<file path="src/sss_pkg.sv">
// Constants, tables and types of the start-up soft-start sequencer
package sss_pkg;

  // ****************************************************
  // Clock and timing
  // ****************************************************
  localparam int unsigned CLK_PERIOD_NS = 4;
  localparam int unsigned T_MS_NS       = 1000000;
  localparam int unsigned MS_CYC        = T_MS_NS / CLK_PERIOD_NS;
  localparam logic [7:0]  NVM_CHECK_MS  = 8'h05;
  localparam logic [7:0]  ZERO_DLY_MS   = 8'h02;
  localparam logic [7:0]  MIN_DLY_BASE  = 8'h05;
  localparam logic [7:0]  MIN_DLY_LP    = 8'h0A;
  localparam logic [7:0]  MIN_DLY_CS    = 8'h0F;

  // ****************************************************
  // Register port
  // ****************************************************
  localparam int         REG_AW     = 4;
  localparam int         REG_DW     = 16;
  localparam logic [3:0] REG_CTRL   = 4'h0;
  localparam logic [3:0] REG_VOUT   = 4'h1;
  localparam logic [3:0] REG_PHASE  = 4'h2;
  localparam logic [3:0] REG_DELAY  = 4'h3;
  localparam logic [3:0] REG_RAMP   = 4'h4;
  localparam logic [3:0] REG_STATUS = 4'h5;
  localparam logic [3:0] REG_VMAX   = 4'h6;
  localparam logic [3:0] REG_VREF   = 4'h7;
  localparam logic [3:0] REG_ADDR   = 4'h8;
  localparam int         CTRL_RESTORE = 0;
  localparam int         CTRL_CS      = 1;
  localparam int         CTRL_AC      = 2;
  localparam int         CTRL_LP      = 3;

  // ****************************************************
  // Output voltage
  // ****************************************************
  localparam logic [11:0] VOUT_MIN_MV  = 12'h258;
  localparam logic [11:0] VOUT_MAX_MV  = 12'hE10;
  localparam logic [11:0] VOUT_LOW_MV  = 12'h4B0;
  localparam logic [11:0] VOUT_OPEN_MV = 12'h5DC;
  localparam logic [11:0] VOUT_HIGH_MV = 12'hCE4;
  localparam logic [11:0] VMAX_DIV     = 12'h00A;
  localparam logic [4:0]  VOUT_CODES   = 5'h1E;
  localparam logic [11:0] VOUT_TBL [0:29] = '{
    12'h258, 12'h28A, 12'h2BC, 12'h2EE, 12'h320, 12'h352, 12'h384,
    12'h3B6, 12'h3E8, 12'h41A, 12'h44C, 12'h47E, 12'h4B0, 12'h4E2,
    12'h514, 12'h578, 12'h5DC, 12'h640, 12'h6A4, 12'h708, 12'h76C,
    12'h7D0, 12'h834, 12'h898, 12'h8FC, 12'h9C4, 12'hAF0, 12'hBB8,
    12'hCE4, 12'hE10};

  // ****************************************************
  // Bus address and soft-start tables
  // ****************************************************
  localparam logic [6:0] ADDR_LOW      = 7'h23;
  localparam logic [6:0] ADDR_OPEN     = 7'h24;
  localparam logic [6:0] ADDR_HIGH     = 7'h25;
  localparam logic [6:0] ADDR_RES_BASE = 7'h50;
  localparam logic [7:0] SS_LOW_DLY    = 8'h05;
  localparam logic [7:0] SS_LOW_RAMP   = 8'h02;
  localparam logic [7:0] SS_OPEN_MS    = 8'h05;
  localparam logic [7:0] SS_HIGH_MS    = 8'h0A;
  localparam logic [4:0] SS_CODES      = 5'h17;
  localparam logic [7:0] SS_DLY_TBL [0:22] = '{
    8'h05, 8'h05, 8'h0A, 8'h14, 8'h05, 8'h0A, 8'h14, 8'h05,
    8'h0A, 8'h05, 8'h0A, 8'h14, 8'h05, 8'h0A, 8'h14, 8'h05,
    8'h0A, 8'h05, 8'h0A, 8'h14, 8'h05, 8'h0A, 8'h14};
  localparam logic [7:0] SS_RAMP_TBL [0:22] = '{
    8'h02, 8'h05, 8'h05, 8'h05, 8'h0A, 8'h0A, 8'h0A, 8'h02,
    8'h02, 8'h05, 8'h05, 8'h05, 8'h0A, 8'h0A, 8'h0A, 8'h02,
    8'h02, 8'h05, 8'h05, 8'h05, 8'h0A, 8'h0A, 8'h0A};

  // ****************************************************
  // Types
  // ****************************************************
  typedef enum logic [1:0] {PIN_LOW, PIN_OPEN, PIN_HIGH, PIN_RES} sss_pin_t;
  typedef enum logic [2:0] {
    ST_BOOT, ST_NVM, ST_PINS, ST_READY, ST_DELAY, ST_RAMP, ST_ON
  } sss_state_t;

endpackage

</file>
<file path="src/sss_tmr_if.sv">
// Interface between the sequencer and its millisecond timer
`timescale 1ns/1ps
`default_nettype none
interface sss_tmr_if;
  logic       start;
  logic [7:0] ms;
  logic       done;
  modport ctl (output start, output ms, input done);
  modport tmr (input start, input ms, output done);
endinterface
`default_nettype wire

</file>
<file path="src/sss_sequencer.sv">
// Start-up, pin configuration and soft-start sequencer of the power module
//
// What this block does
// - Address low bits times 45 degrees give phase; CS mode gives zero
// - Bus-written phase in 22.5 degree steps overrides
// - Phase applies only against shared synchronised clock
// - Bus accepts output target from 0.6 to 3.6 V
// - Voltage pin: low 1.2, open 1.5, high 3.3
// - Bus target clamped to pin voltage plus ten percent
// - Five millisecond memory check loads stored values
// - After memory check, all strap pins are sampled
// - Enable and bus ignored during both checks
// - Restore command repeats the memory check
// - Then ready: bus and enable accepted
// - Nonzero delay below mode minimum is raised to it
// - Longer configured delay is waited in full
// - After delay, ramp over the configured time
// - Enable held from power-up still waits initialisation
// - Delay timed from enable until it elapses
// - Ramp is monotonic, at most 1 mV per clock, slope from ramp time; zero ramp time jumps to target
// - Soft-start pin read only at start-up or restore
// - Open soft-start pin gives 5 ms delay and ramp
// - Zero delay ramps about 2 ms after enable
// - Pins decode as low, open, high or 30 voltage, 32 address, 23 soft-start codes
`timescale 1ns/1ps
`default_nettype none
module sss_sequencer #(
  parameter logic [31:0] MS_CYCLES = 32'(sss_pkg::MS_CYC)
) (
  input  wire logic                      mclk,
  input  wire logic                      rstn,
  input  wire logic [sss_pkg::REG_AW-1:0] reg_addr,
  input  wire logic [sss_pkg::REG_DW-1:0] reg_wdata,
  input  wire logic                      reg_wr,
  input  wire logic                      reg_rd,
  output logic      [sss_pkg::REG_DW-1:0] reg_rdata,
  input  wire logic                      en_in,
  input  wire logic                      sync_locked,
  input  wire logic                      nvm_user_vld,
  input  wire logic [11:0]               nvm_vout_mv,
  input  wire sss_pkg::sss_pin_t         vsel_state,
  input  wire logic [4:0]                vsel_code,
  input  wire sss_pkg::sss_pin_t         sa_state,
  input  wire logic [4:0]                sa_code,
  input  wire sss_pkg::sss_pin_t         ss_state,
  input  wire logic [4:0]                ss_code,
  output logic      [6:0]                bus_addr,
  output logic      [11:0]               vout_target_mv,
  output logic      [11:0]               vout_max_mv,
  output logic      [11:0]               vout_ref_mv,
  output logic      [3:0]                phase_idx,
  output logic                           dev_ready,
  output logic                           ramping,
  output logic                           power_on
);

  // ****************************************************
  // Pin decoding
  // ****************************************************
  function automatic logic [11:0] vsel_decode(sss_pkg::sss_pin_t st,
                                              logic [4:0] code);
    unique case (st)
      sss_pkg::PIN_LOW:  return sss_pkg::VOUT_LOW_MV;
      sss_pkg::PIN_OPEN: return sss_pkg::VOUT_OPEN_MV;
      sss_pkg::PIN_HIGH: return sss_pkg::VOUT_HIGH_MV;
      sss_pkg::PIN_RES:
        return (code < sss_pkg::VOUT_CODES) ? sss_pkg::VOUT_TBL[code]
                                           : sss_pkg::VOUT_MAX_MV;
    endcase
  endfunction

  function automatic logic [6:0] addr_decode(sss_pkg::sss_pin_t st,
                                             logic [4:0] code);
    unique case (st)
      sss_pkg::PIN_LOW:  return sss_pkg::ADDR_LOW;
      sss_pkg::PIN_OPEN: return sss_pkg::ADDR_OPEN;
      sss_pkg::PIN_HIGH: return sss_pkg::ADDR_HIGH;
      sss_pkg::PIN_RES:  return sss_pkg::ADDR_RES_BASE + 7'(code);
    endcase
  endfunction

  // Returns {delay, ramp} in milliseconds
  function automatic logic [15:0] ss_decode(sss_pkg::sss_pin_t st,
                                            logic [4:0] code);
    unique case (st)
      sss_pkg::PIN_LOW:
        return {sss_pkg::SS_LOW_DLY, sss_pkg::SS_LOW_RAMP};
      sss_pkg::PIN_OPEN:
        return {sss_pkg::SS_OPEN_MS, sss_pkg::SS_OPEN_MS};
      sss_pkg::PIN_HIGH:
        return {sss_pkg::SS_HIGH_MS, sss_pkg::SS_HIGH_MS};
      sss_pkg::PIN_RES:
        return (code < sss_pkg::SS_CODES)
               ? {sss_pkg::SS_DLY_TBL[code], sss_pkg::SS_RAMP_TBL[code]}
               : {sss_pkg::SS_OPEN_MS, sss_pkg::SS_OPEN_MS};
    endcase
  endfunction

  function automatic logic [11:0] clamp_vout(logic [15:0] v,
                                             logic [11:0] vmax);
    logic [11:0] lim;
    lim = (vmax < sss_pkg::VOUT_MAX_MV) ? vmax : sss_pkg::VOUT_MAX_MV;
    if (v < 16'(sss_pkg::VOUT_MIN_MV))
      return sss_pkg::VOUT_MIN_MV;
    else if (v > 16'(lim))
      return lim;
    else
      return v[11:0];
  endfunction

  function automatic logic [7:0] min_delay(logic cs, logic ac, logic lp);
    if (cs && (ac || lp))
      return sss_pkg::MIN_DLY_CS;
    else if (!cs && lp)
      return sss_pkg::MIN_DLY_LP;
    else
      return sss_pkg::MIN_DLY_BASE;
  endfunction

  // ****************************************************
  // Declarations
  // ****************************************************
  sss_pkg::sss_state_t state_r;
  sss_pkg::sss_state_t st_nxt;
  sss_tmr_if           tmr_if ();
  logic [11:0]         vpin_now;
  logic [11:0]         vmax_now;
  logic [11:0]         vmax_r;
  logic [11:0]         target_r;
  logic [11:0]         vref_r;
  logic [6:0]          addr_r;
  logic [7:0]          dly_ms_r;
  logic [7:0]          ramp_ms_r;
  logic [7:0]          eff_dly;
  logic [3:0]          phase_bus_r;
  logic                phase_ovr_r;
  logic [3:0]          phase_src;
  logic [3:0]          phase_r;
  logic                cs_r;
  logic                ac_r;
  logic                lp_r;
  logic                nvm_used_r;
  logic                bus_live;
  logic                wr_ok;
  logic                restore;
  logic [31:0]         ramp_total;
  logic [31:0]         acc_r;
  logic [32:0]         acc_sum;
  logic [sss_pkg::REG_DW-1:0] rd_mux;
  logic [sss_pkg::REG_DW-1:0] rdata_r;

  sss_ms_timer #(
    .MS_CYCLES (MS_CYCLES)
  ) u_timer (
    .mclk (mclk),
    .rstn (rstn),
    .tif  (tmr_if)
  );

  assign vpin_now = vsel_decode(vsel_state, vsel_code);
  assign vmax_now = vpin_now + vpin_now / sss_pkg::VMAX_DIV;
  assign bus_live = !(state_r inside {sss_pkg::ST_BOOT, sss_pkg::ST_NVM,
                                      sss_pkg::ST_PINS});
  assign wr_ok    = bus_live && reg_wr;
  assign restore  = wr_ok && (reg_addr == sss_pkg::REG_CTRL)
                    && reg_wdata[sss_pkg::CTRL_RESTORE];

  // Zero means a fixed 2 ms delay, not the mode minimum
  always_comb
  begin
    if (dly_ms_r == '0)
      eff_dly = sss_pkg::ZERO_DLY_MS;
    else if (dly_ms_r < min_delay(cs_r, ac_r, lp_r))
      eff_dly = min_delay(cs_r, ac_r, lp_r);
    else
      eff_dly = dly_ms_r;
  end

  // ****************************************************
  // Sequencer state machine
  // ****************************************************
  always_comb
  begin
    st_nxt = state_r;
    unique case (state_r)
      sss_pkg::ST_BOOT:  st_nxt = sss_pkg::ST_NVM;
      sss_pkg::ST_NVM:
        if (tmr_if.done)
          st_nxt = sss_pkg::ST_PINS;
      sss_pkg::ST_PINS:  st_nxt = sss_pkg::ST_READY;
      sss_pkg::ST_READY:
        if (en_in)
          st_nxt = sss_pkg::ST_DELAY;
      sss_pkg::ST_DELAY:
        if (!en_in)
          st_nxt = sss_pkg::ST_READY;
        else if (tmr_if.done)
          st_nxt = sss_pkg::ST_RAMP;
      sss_pkg::ST_RAMP:
        if (!en_in)
          st_nxt = sss_pkg::ST_READY;
        else if (vref_r >= target_r)
          st_nxt = sss_pkg::ST_ON;
      sss_pkg::ST_ON:
        if (!en_in)
          st_nxt = sss_pkg::ST_READY;
      default: st_nxt = sss_pkg::ST_BOOT;
    endcase
    if (restore)
      st_nxt = sss_pkg::ST_NVM;
  end

  always_ff @(posedge mclk or negedge rstn)
  begin
    if (!rstn)
      state_r <= sss_pkg::ST_BOOT;
    else
      state_r <= st_nxt;
  end

  assign tmr_if.start = (st_nxt != state_r) &&
                        (st_nxt inside {sss_pkg::ST_NVM, sss_pkg::ST_DELAY});
  assign tmr_if.ms    = (st_nxt == sss_pkg::ST_NVM) ? sss_pkg::NVM_CHECK_MS
                                                    : eff_dly;

  // ****************************************************
  // Configuration load and bus writes
  // ****************************************************
  always_ff @(posedge mclk or negedge rstn)
  begin
    if (!rstn)
    begin
      vmax_r      <= sss_pkg::VOUT_MIN_MV;
      target_r    <= sss_pkg::VOUT_MIN_MV;
      addr_r      <= sss_pkg::ADDR_OPEN;
      dly_ms_r    <= sss_pkg::SS_OPEN_MS;
      ramp_ms_r   <= sss_pkg::SS_OPEN_MS;
      phase_bus_r <= '0;
      phase_ovr_r <= 1'b0;
      nvm_used_r  <= 1'b0;
    end
    else if (state_r == sss_pkg::ST_PINS)
    begin
      vmax_r                <= vmax_now;
      addr_r                <= addr_decode(sa_state, sa_code);
      {dly_ms_r, ramp_ms_r} <= ss_decode(ss_state, ss_code);
      phase_ovr_r           <= 1'b0;
      nvm_used_r            <= nvm_user_vld;
      target_r              <= nvm_user_vld
                               ? clamp_vout(16'(nvm_vout_mv), vmax_now)
                               : vpin_now;
    end
    else if (wr_ok)
    begin
      unique case (reg_addr)
        sss_pkg::REG_VOUT:
          target_r <= clamp_vout(reg_wdata, vmax_r);
        sss_pkg::REG_PHASE:
        begin
          phase_bus_r <= reg_wdata[3:0];
          phase_ovr_r <= 1'b1;
        end
        sss_pkg::REG_DELAY: dly_ms_r  <= reg_wdata[7:0];
        sss_pkg::REG_RAMP:  ramp_ms_r <= reg_wdata[7:0];
        default: ;
      endcase
    end
  end

  always_ff @(posedge mclk or negedge rstn)
  begin
    if (!rstn)
    begin
      cs_r <= 1'b0;
      ac_r <= 1'b0;
      lp_r <= 1'b0;
    end
    else if (wr_ok && reg_addr == sss_pkg::REG_CTRL)
    begin
      cs_r <= reg_wdata[sss_pkg::CTRL_CS];
      ac_r <= reg_wdata[sss_pkg::CTRL_AC];
      lp_r <= reg_wdata[sss_pkg::CTRL_LP];
    end
  end

  // ****************************************************
  // Phase offset
  // ****************************************************
  // Address steps land on even indices of the 22.5 degree scale
  assign phase_src = phase_ovr_r ? phase_bus_r
                   : (cs_r ? '0 : {addr_r[2:0], 1'b0});

  // Without a locked common clock the offset has no reference
  always_ff @(posedge mclk or negedge rstn)
  begin
    if (!rstn)
      phase_r <= '0;
    else
      phase_r <= sync_locked ? phase_src : '0;
  end

  // ****************************************************
  // Soft-start ramp
  // ****************************************************
  // Rate is capped at one millivolt per clock unless ramp time is zero
  assign ramp_total = 32'(ramp_ms_r) * MS_CYCLES;
  assign acc_sum    = 33'(acc_r) + 33'(target_r);

  always_ff @(posedge mclk or negedge rstn)
  begin
    if (!rstn)
    begin
      vref_r <= '0;
      acc_r  <= '0;
    end
    // Restore drops the output on the edge where the memory check starts again
    else if (restore)
    begin
      vref_r <= '0;
      acc_r  <= '0;
    end
    else if (state_r == sss_pkg::ST_ON)
      vref_r <= target_r;
    else if (state_r != sss_pkg::ST_RAMP)
    begin
      vref_r <= '0;
      acc_r  <= '0;
    end
    else if (ramp_ms_r == '0)
      vref_r <= target_r;
    else if (vref_r < target_r && acc_sum >= 33'(ramp_total))
    begin
      vref_r <= vref_r + 12'h001;
      acc_r  <= 32'(acc_sum - 33'(ramp_total));
    end
    else if (vref_r < target_r)
      acc_r <= acc_sum[31:0];
  end

  // ****************************************************
  // Register reads
  // ****************************************************
  always_comb
  begin
    unique case (reg_addr)
      sss_pkg::REG_CTRL:   rd_mux = 16'({lp_r, ac_r, cs_r, 1'b0});
      sss_pkg::REG_VOUT:   rd_mux = 16'(target_r);
      sss_pkg::REG_PHASE:  rd_mux = 16'({phase_ovr_r, phase_src});
      sss_pkg::REG_DELAY:  rd_mux = 16'(dly_ms_r);
      sss_pkg::REG_RAMP:   rd_mux = 16'(ramp_ms_r);
      sss_pkg::REG_STATUS: rd_mux = 16'({nvm_used_r, power_on, ramping,
                                         dev_ready});
      sss_pkg::REG_VMAX:   rd_mux = 16'(vmax_r);
      sss_pkg::REG_VREF:   rd_mux = 16'(vref_r);
      sss_pkg::REG_ADDR:   rd_mux = 16'(addr_r);
      default:             rd_mux = '0;
    endcase
  end

  always_ff @(posedge mclk or negedge rstn)
  begin
    if (!rstn)
      rdata_r <= '0;
    else
      rdata_r <= (bus_live && reg_rd) ? rd_mux : '0;
  end

  assign reg_rdata      = rdata_r;
  assign bus_addr       = addr_r;
  assign vout_target_mv = target_r;
  assign vout_max_mv    = vmax_r;
  assign vout_ref_mv    = vref_r;
  assign phase_idx      = phase_r;
  assign dev_ready      = bus_live;
  assign ramping        = (state_r == sss_pkg::ST_RAMP);
  assign power_on       = (state_r == sss_pkg::ST_ON);

  // ****************************************************
  // Assertions
  // ****************************************************
  AST_PHASE_ADDR: assert property (
    @(posedge mclk) disable iff (!rstn)
    (dev_ready && !phase_ovr_r && !cs_r && sync_locked)
      |=> phase_idx == {addr_r[2:0], 1'b0})
    else $error("phase does not follow address");

  AST_NO_PHASE_UNSYNC: assert property (
    @(posedge mclk) disable iff (!rstn)
    !sync_locked |=> phase_idx == '0)
    else $error("phase offset applied without common clock");

  AST_VOUT_LIMIT: assert property (
    @(posedge mclk) disable iff (!rstn)
    dev_ready |-> (vout_target_mv <= vout_max_mv &&
                   vout_target_mv >= sss_pkg::VOUT_MIN_MV &&
                   vout_target_mv <= sss_pkg::VOUT_MAX_MV))
    else $error("output target outside its limits");

  AST_QUIET_CHECK: assert property (
    @(posedge mclk) disable iff (!rstn)
    (!dev_ready && reg_rd) |=> reg_rdata == '0)
    else $error("bus answered during start-up check");

  AST_NO_EARLY_RAMP: assert property (
    @(posedge mclk) disable iff (!rstn)
    (state_r == sss_pkg::ST_NVM) |-> !ramping && !power_on
      && vout_ref_mv == '0)
    else $error("output moved before initialisation");

  AST_RESTORE_CHECK: assert property (
    @(posedge mclk) disable iff (!rstn)
    restore |=> state_r == sss_pkg::ST_NVM ##1 !dev_ready)
    else $error("restore did not repeat the memory check");

  AST_PINS_READY: assert property (
    @(posedge mclk) disable iff (!rstn)
    (state_r == sss_pkg::ST_PINS) |=> dev_ready)
    else $error("pin check not followed by ready");

  AST_MONOTONIC: assert property (
    @(posedge mclk) disable iff (!rstn)
    (ramping && $past(ramping)) |-> vout_ref_mv >= $past(vout_ref_mv))
    else $error("ramp went backwards");

  AST_SS_HELD: assert property (
    @(posedge mclk) disable iff (!rstn)
    (state_r != sss_pkg::ST_PINS && !wr_ok) |=> $stable(ramp_ms_r))
    else $error("ramp time changed without restore or write");

endmodule
`default_nettype wire

</file>
<file path="src/sss_ms_timer.sv">
// Millisecond interval timer for the start-up sequencer
`timescale 1ns/1ps
`default_nettype none
module sss_ms_timer #(
  parameter logic [31:0] MS_CYCLES = 32'(sss_pkg::MS_CYC)
) (
  input  wire logic mclk,
  input  wire logic rstn,
  sss_tmr_if.tmr    tif
);

  logic [31:0] cyc_r;
  logic [7:0]  ms_r;
  logic        done_r;

  // Idle timer reads as done; a start reloads it in the same edge
  always_ff @(posedge mclk or negedge rstn)
  begin
    if (!rstn)
    begin
      cyc_r  <= '0;
      ms_r   <= '0;
      done_r <= 1'b1;
    end
    else if (tif.start)
    begin
      cyc_r  <= '0;
      ms_r   <= tif.ms;
      done_r <= (tif.ms == '0);
    end
    else if (!done_r)
    begin
      if (cyc_r == MS_CYCLES - 32'h1)
      begin
        cyc_r  <= '0;
        ms_r   <= ms_r - 8'h01;
        done_r <= (ms_r == 8'h01);
      end
      else
        cyc_r <= cyc_r + 32'h1;
    end
  end

  assign tif.done = done_r;

endmodule
`default_nettype wire

</file>
<file path="config.mk">
export PLATFORM = sky130hd
export DESIGN_NAME = sss_sequencer
export DESIGN_NICKNAME = d
export VERILOG_FILES = /design/src/sss_pkg.sv /design/src/sss_tmr_if.sv /design/src/sss_sequencer.sv /design/src/sss_ms_timer.sv
export SDC_FILE = /design/constraint.sdc
export NUM_CORES = 1
export LEC_CHECK = 0
export ABC_AREA = 1
export BUFFER_PORTS_ARGS = -buffer_cell sky130_fd_sc_hd__buf_2
export CAP_MARGIN = 20
export CORE_UTILIZATION = 35
export CTS_CLUSTER_SIZE = 16
export DETAILED_ROUTE_END_ITERATION = 8
export PLACE_DENSITY = 0.55
export SYNTH_ARGS = -nofsm -noshare
export SYNTH_HDL_FRONTEND = slang
export SYNTH_SLANG_ARGS = --single-unit
</file>
<file path="constraint.sdc">
create_clock -name mclk -period 11.54 [get_ports mclk]
set_clock_uncertainty 0.05 [all_clocks]
set_input_delay 1.154 -clock mclk [delete_from_list [all_inputs] [get_ports mclk]]
set_output_delay 1.154 -clock mclk [all_outputs]
set_load 0.02 [all_outputs]
</file>
==> results of run 1 <==
-- cells in the final DEF (no fill, tap or decap), types with 75 or more instances in the layout --
cell type / Yosys / final
nand2_1: 340 / 340
o21ai_0: 170 / 170
nor2_1: 161 / 161
nand3_1: 87 / 87
a21oi_1: 159 / 159
dfrtp_1: 145 / 145
buf_2: 2 / 120
inv_1: 315 / 315
xor2_1: 75 / 75
ha_1: 157 / 157
-- flip-flops by register name (all words and copies together) (netlist names), 12 cells and up --
name / count
acc_r: 32
vout_target_mv: 12
vout_max_mv: 12
reg_rdata: 12
vout_ref_mv: 12
u_timer.cyc_r: 32
-- synthesized netlist by cell type, drive strengths merged, types with 17 or more instances --
cell / n
nand2: 379
inv: 333
o21ai: 179
nor2: 169
a21oi: 161
ha: 157
dfrtp: 145
nand3: 99
xor2: 75
nor3: 48
nand4: 29
clkbuf: 26
o22ai: 25
o211ai: 22
fa: 20
a31oi: 17
-- logic make-up after synthesis --
group,count (synthesis),share of synthesized area
AOI/OAI and AO/OA,489,0.191
and+or+nand+nor,753,0.231
other,1,0.000249
DFF,160,0.267
xor gates and xnor gates,87,0.0506
buffers and inverters,379,0.101
muxes,2,0.00150
adders and majority gates,177,0.157
-- final cells by class --
| class | count | area, sq um | area share |
|---|---|---|---|
| repair buffers | 133 | 702 | 0.0418 |
| multi-input cells | 1512 | 9530 | 0.567 |
| clock inverters | 13 | 141 | 0.00842 |
| inverters | 338 | 1270 | 0.0756 |
| well taps | 539 | 674 | 0.0402 |
| flip-flops and latches | 160 | 4020 | 0.240 |
| clock buffers | 19 | 453 | 0.0270 |
-- worst min-delay path: cells and delay by family (launching register included) --
family	cells	cell delay [ns]
DFF	1	0.35
and+or+nand+nor	2	0.11
-- where the power goes --
part	switching (mW)	internal, mW	leakage (nW)
Clock	0.277	0.317	0.284
Combinational	2.70	1.66	6.06
Sequential	0.239	0.717	2.10
Total	3.22	2.70	8.44
-- metal layers --
| metal | up-vias | routed length [microns] | GRT usage |
|---|---|---|---|
| li1 | 7105 | - | - |
| met1 | 6798 | 21000 | 0.272 |
| met2 | 373 | 22600 | 0.370 |
| met3 | 91 | 1900 | 0.0331 |
| met4 | 0 | 1940 | 0.104 |
| met5 | - | 0 | 0 |
-- final timing paths --
kind / from / endpoint / slack [ns]
min in group asynchronous: rstn / acc_r[27] / 0.60
hold / removal: nvm_used_r / nvm_used_r / 0.45
hold reg to reg: nvm_used_r / nvm_used_r / 0.45
setup reg to reg: ramp_ms_r[2] / vout_ref_mv[6] / 4.09
setup / recovery: vsel_code[1] / vout_target_mv[4] / 2.47
max in group asynchronous: rstn / vout_max_mv[8] / 9.47
-- per-stage QoR --
step	power [mW]	setup WS, ns	cell area (sq um)
floorplan	4.29	3.54	15100
global placement	5.25	2.46	16200
detailed placement	5.32	2.18	16200
CTS	5.95	2.66	16800
global route	6.61	1.66	16800
finish	5.91	2.47	16800
==> summary.txt, run 1 <==
Grt total ovfl -> 0
Final Cycle Share -> 0.786
Avg Inst Size Synth -> 7.35 sq um
Synthesized instance count -> 2048
Inst Count DP -> 2682
Die width -> 209 microns
Clock Tree Buf Depth -> 2
YS warnings -> 0
Final RePlAce weighted congestion -> 0.910
CTS root buffer -> clkbuf_16
RSZ-0062 raised after global routing -> no
Starting Density -> 0.357
FILL cells -> 4374
DRT Wirelength -> 47500 microns
Die area -> 0.0439 sq mm
PD cells -> 352 mW/mm^2
Vias/cell -> 5.29
CP Class -> in -> reg
Worst hold-check path type -> reg -> reg
CTS tree -> built
Worst EP arrival -> 9.41 ns
CP bufs+invs -> 11
Slowest CP cell -> fa_1
Largest net degree at the start of global routing -> 68
Total GRT Usage -> 0.219
Netlist cell types -> 73
Ports -> 126
Fin. Hold Viols -> 0
Final Hold Slack -> 0.448 ns
CP Capture Type -> flip-flop
Worst VDD drop -> 0.352 mV
Clock transition at path regs -> 0.08 ns
Post-synth top flop -> dfrtp_1
CTS buffer count -> 17
Iteration-0 DRC Markers -> 784
Cell Area, Synth -> 0.0151 sq mm
Post-synth EDFFs -> 0
Max Fclk -> 110 MHz
# setup viols final -> 0
Setup crit start kind -> input pin
# port buffers -> 121
1st-pass router iterations -> 5
Synth Register Bits -> 160
Cts repair resizes -> 0
Htree depth -> 4
Detailed-route via count -> 14400
CP peak stage delay -> 0.44 ns
Initial antenna violation count -> 0
Antenna cells -> 0
Largest delay contributor family on the critical path -> simple AND/OR/NAND/NOR gates
Worst Path Max Fanout -> 13
Remaining DRCs -> 0
HPWL after detailed placement -> 37700 microns
Worst slew margin -> 0.344
Max-cap violations -> 0
Top area cells in the synthesized netlist -> dfrtp_1 24%, ha_1 13%, nand2_1 8.5%
Clock sink count -> 160
CP dominant cell by count -> nand2_4
Clk_lat worst skew -> 0.46 ns
Synth async-reset ratio -> 1.00
Post-synth top area share -> 0.241
Tmin final -> 9.07 ns
Worst-Margin Slew -> 0.984 ns
Nets -> 2399
Core area -> 0.0422 sq mm
Area growth syn-to-layout -> 11.5%
Total Neg Setup Slack -> 0 ns
Status -> finished clean
Overall die height -> 209 microns
Critical Path RT -> 11.88 ns
Sequential fraction of the synthesis area -> 0.267
Number of global-route vias before repair -> 14200
Util after Layout -> 0.398
P_leak -> 8.44 nW
Share of cells above drive strength 1 -> 0.131
Post CTS Setup Buffer Count -> 0
Reg2reg path depth -> 31
DR WL/cell -> 17.5 microns
FP Rows -> 75
Leading area contributor after synthesis -> dfrtp_1
Final Max Tran Viols -> 0
Number of hold buffers added after CTS -> 0
DRT antenna net count -> 0
Cells on Worst Hold Path -> 2
Post-route insts no fill -> 2714
Cell count along the critical path -> 66
First-pass GRT wire length -> 75500 microns
No activity file was read; power rests on OpenSTA's default activity.
==> run 2: changes to the inputs <==
--- a/config.mk
+++ b/config.mk
@@ -11,7 +11,7 @@
 export CORE_UTILIZATION = 35
 export CTS_CLUSTER_SIZE = 16
 export DETAILED_ROUTE_END_ITERATION = 8
-export PLACE_DENSITY = 0.55
+export PLACE_DENSITY = 0.57
 export SYNTH_ARGS = -nofsm -noshare
 export SYNTH_HDL_FRONTEND = slang
 export SYNTH_SLANG_ARGS = --single-unit
==> constraint.sdc (replaced) <==
create_clock -name mclk -period 7.9 [get_ports mclk]
set_clock_uncertainty 0.05 [all_clocks]
set_input_delay 0.79 -clock mclk [delete_from_list [all_inputs] [get_ports mclk]]
set_output_delay 0.79 -clock mclk [all_outputs]
set_load 0.02 [all_outputs]
==> run 2 against run 1 <==
Effect of this change: utilization increased by 1.5 points; total power grew 50%; sequential cell count unchanged; sequential power rose by 45%; highest routed layer unchanged.
==> summary.txt, run 2 (synthesis gave the netlist of run 1 again) <==
Clock transition at path regs -> 0.08 ns (about the same)
Inst Count DP -> 2744 (+2.3%)
Overall die height -> 209 microns (unchanged)
CTS buffer count -> 17 (unchanged)
Remaining DRCs -> 0 (unchanged)
Detailed-route via count -> 14600 (+1.8%)
Final Max Tran Viols -> 0 (unchanged)
Iteration-0 DRC Markers -> 761 (-2.9%)
DR WL/cell -> 17.4 microns (-0.64%)
Max-cap violations -> 0 (unchanged)
FILL cells -> 4461 (+2.0%)
Ports -> 126 (unchanged)
Vias/cell -> 5.26 (-0.63%)
CP peak stage delay -> 0.29 ns (-0.15 ns)
Worst-Margin Slew -> 0.899 ns (-0.0849 ns)
Final RePlAce weighted congestion -> 0.978 (+7.5%)
Status -> finished clean
CTS root buffer -> clkbuf_16
Initial antenna violation count -> 0 (unchanged)
Critical Path RT -> 8.25 ns (-3.63 ns)
First-pass GRT wire length -> 77600 microns (+2.8%)
Worst slew margin -> 0.398 (+0.0544)
Nets -> 2465 (+2.8%)
Largest net degree at the start of global routing -> 64 (-5.9%)
Commonest non-fill, non-tap cell in the layout -> nand2_1
Clock sink count -> 160 (unchanged)
HPWL after detailed placement -> 38500 microns (+2.1%)
Tmin final -> 7.38 ns
Area growth syn-to-layout -> 15.8%
Htree depth -> 4 (unchanged)
Grt total ovfl -> 0 (unchanged)
Worst EP arrival -> 7.73 ns (-1.68 ns)
1st-pass router iterations -> 8 (+3)
Die width -> 209 microns (unchanged)
RSZ-0062 raised after global routing -> yes
Worst hold-check path type -> in -> async
# port buffers -> 121 (unchanged)
Number of hold buffers added after CTS -> 0 (unchanged)
Slowest CP cell -> ha_1
Largest registers -> acc_r: 32 flops, u_timer.cyc_r: 32 flops
Final Hold Slack -> 0.244 ns (-0.204 ns)
Max Fclk -> 135 MHz
DRT Wirelength -> 48300 microns (+1.8%)
Fin. Hold Viols -> 0 (unchanged)
Setup crit start -> vsel_code[2]
Die area -> 0.0439 sq mm (unchanged)
Setup crit start kind -> input pin
Util after Layout -> 0.413 (+0.0153)
Worst Path Max Fanout -> 5 (-8)
Post-route insts no fill -> 2780 (+2.4%)
Antenna cells -> 0 (unchanged)
DRT antenna net count -> 0 (unchanged)
Final Cycle Share -> 0.935
P_leak -> 8.78 nW (+4.1%)
# setup viols final -> 0 (unchanged)
Most frequent cells in the layout -> 332 x nand2_1, 312 x inv_1, 159 x nor2_1
Reg2reg start -> ramp_ms_r[2]
Clock Tree Buf Depth -> 2 (unchanged)
PD cells -> 508 mW/mm^2 (+44%)
CP Capture Type -> flip-flop
Total Neg Setup Slack -> 0 ns (unchanged)
Share of cells above drive strength 1 -> 0.170 (+0.0394)
Clk_lat worst skew -> 0.46 ns (about the same)
CP Class -> in -> reg
CTS tree -> built
Worst VDD drop -> 0.551 mV (+56%)
Number of global-route vias before repair -> 14600 (+3.0%)
Core area -> 0.0422 sq mm (unchanged)
Reg2reg path depth -> 32 (+3.2%)
Starting Density -> 0.357 (unchanged)
FP Rows -> 75 (unchanged)
Total GRT Usage -> 0.224 (+0.00513)
==> run 2: cell count changes in the layout (fill, tap and decap cells not counted), moves of 4 or more <==
cell	delta
nand3_1	-6
buf_4	+63
o21ai_0	-15
o21ai_1	+14
nand2_1	-8
nand2_2	+8
o311ai_0	-6
o311ai_1	+6
a21oi_1	-4
inv_2	+4
a21oi_2	+4
nand3_2	+5
==> run 2: metrics by stage <==
step | worst slack [ns] | instance area (sq um) | power [mW]
CTS | 0.209 | 17300 | 8.84
floorplan | 0.267 | 15100 | 6.26
detailed placement | -0.257 | 16700 | 7.91
finish | 0.517 | 17400 | 8.86
global route | -0.0372 | 17400 | 9.89
global placement | -0.0331 | 16700 | 7.80
==> run 2: power breakdown <==
part | switching, mW | total, mW | leakage (nW) | internal (mW)
logic | 4.02 | 6.60 | 6.40 | 2.57
clock network | 0.400 | 0.877 | 0.287 | 0.477
registers | 0.345 | 1.39 | 2.10 | 1.05
==> run 2: critical path: cells and delay by family <==
family | cells | cell delay [ns]
buf+inv | 12 | 1.18
compound gates | 12 | 1.62
xor+xnor | 1 | 0.20
fa+ha+maj | 2 | 0.43
simple gates | 40 | 3.45
==> run 2: final timing paths <==
kind	endpoint	slack (ns)
min reg2reg	phase_bus_r[3]	0.46
max reg2reg	acc_r[31]	0.80
max	vout_target_mv[3]	0.52
min	acc_r[29]	0.24
min in group mclk	phase_bus_r[3]	0.46
max in group asynchronous	bus_addr[4]	6.32
==> run 2: repair_timing <==
| action | CTS | global route |
|---|---|---|
| gates resized for setup | 0 | 64 |
| endpoints found under the setup margin | 0 | 12 |
| setup buffers | 0 | 4 |
==> run 2: final cells by class <==
class | instances | area (sq um) | share of cell area
sequential | 160 | 4020 | 0.231
timing repair buffer | 199 | 1210 | 0.0693
inverter | 338 | 1270 | 0.0730
clock buffer | 18 | 429 | 0.0246
multi-input combinational | 1512 | 9660 | 0.554
clock inverter | 14 | 168 | 0.00961
tap | 539 | 674 | 0.0387
==> run 2: layer usage <==
layer / wire length, microns / up-vias / track usage
li1: - / 7227 / -
met1: 20500 / 6926 / 0.272
met2: 24200 / 373 / 0.396
met3: 1890 / 97 / 0.0293
met4: 1740 / 0 / 0.0941
met5: 0 / - / 0
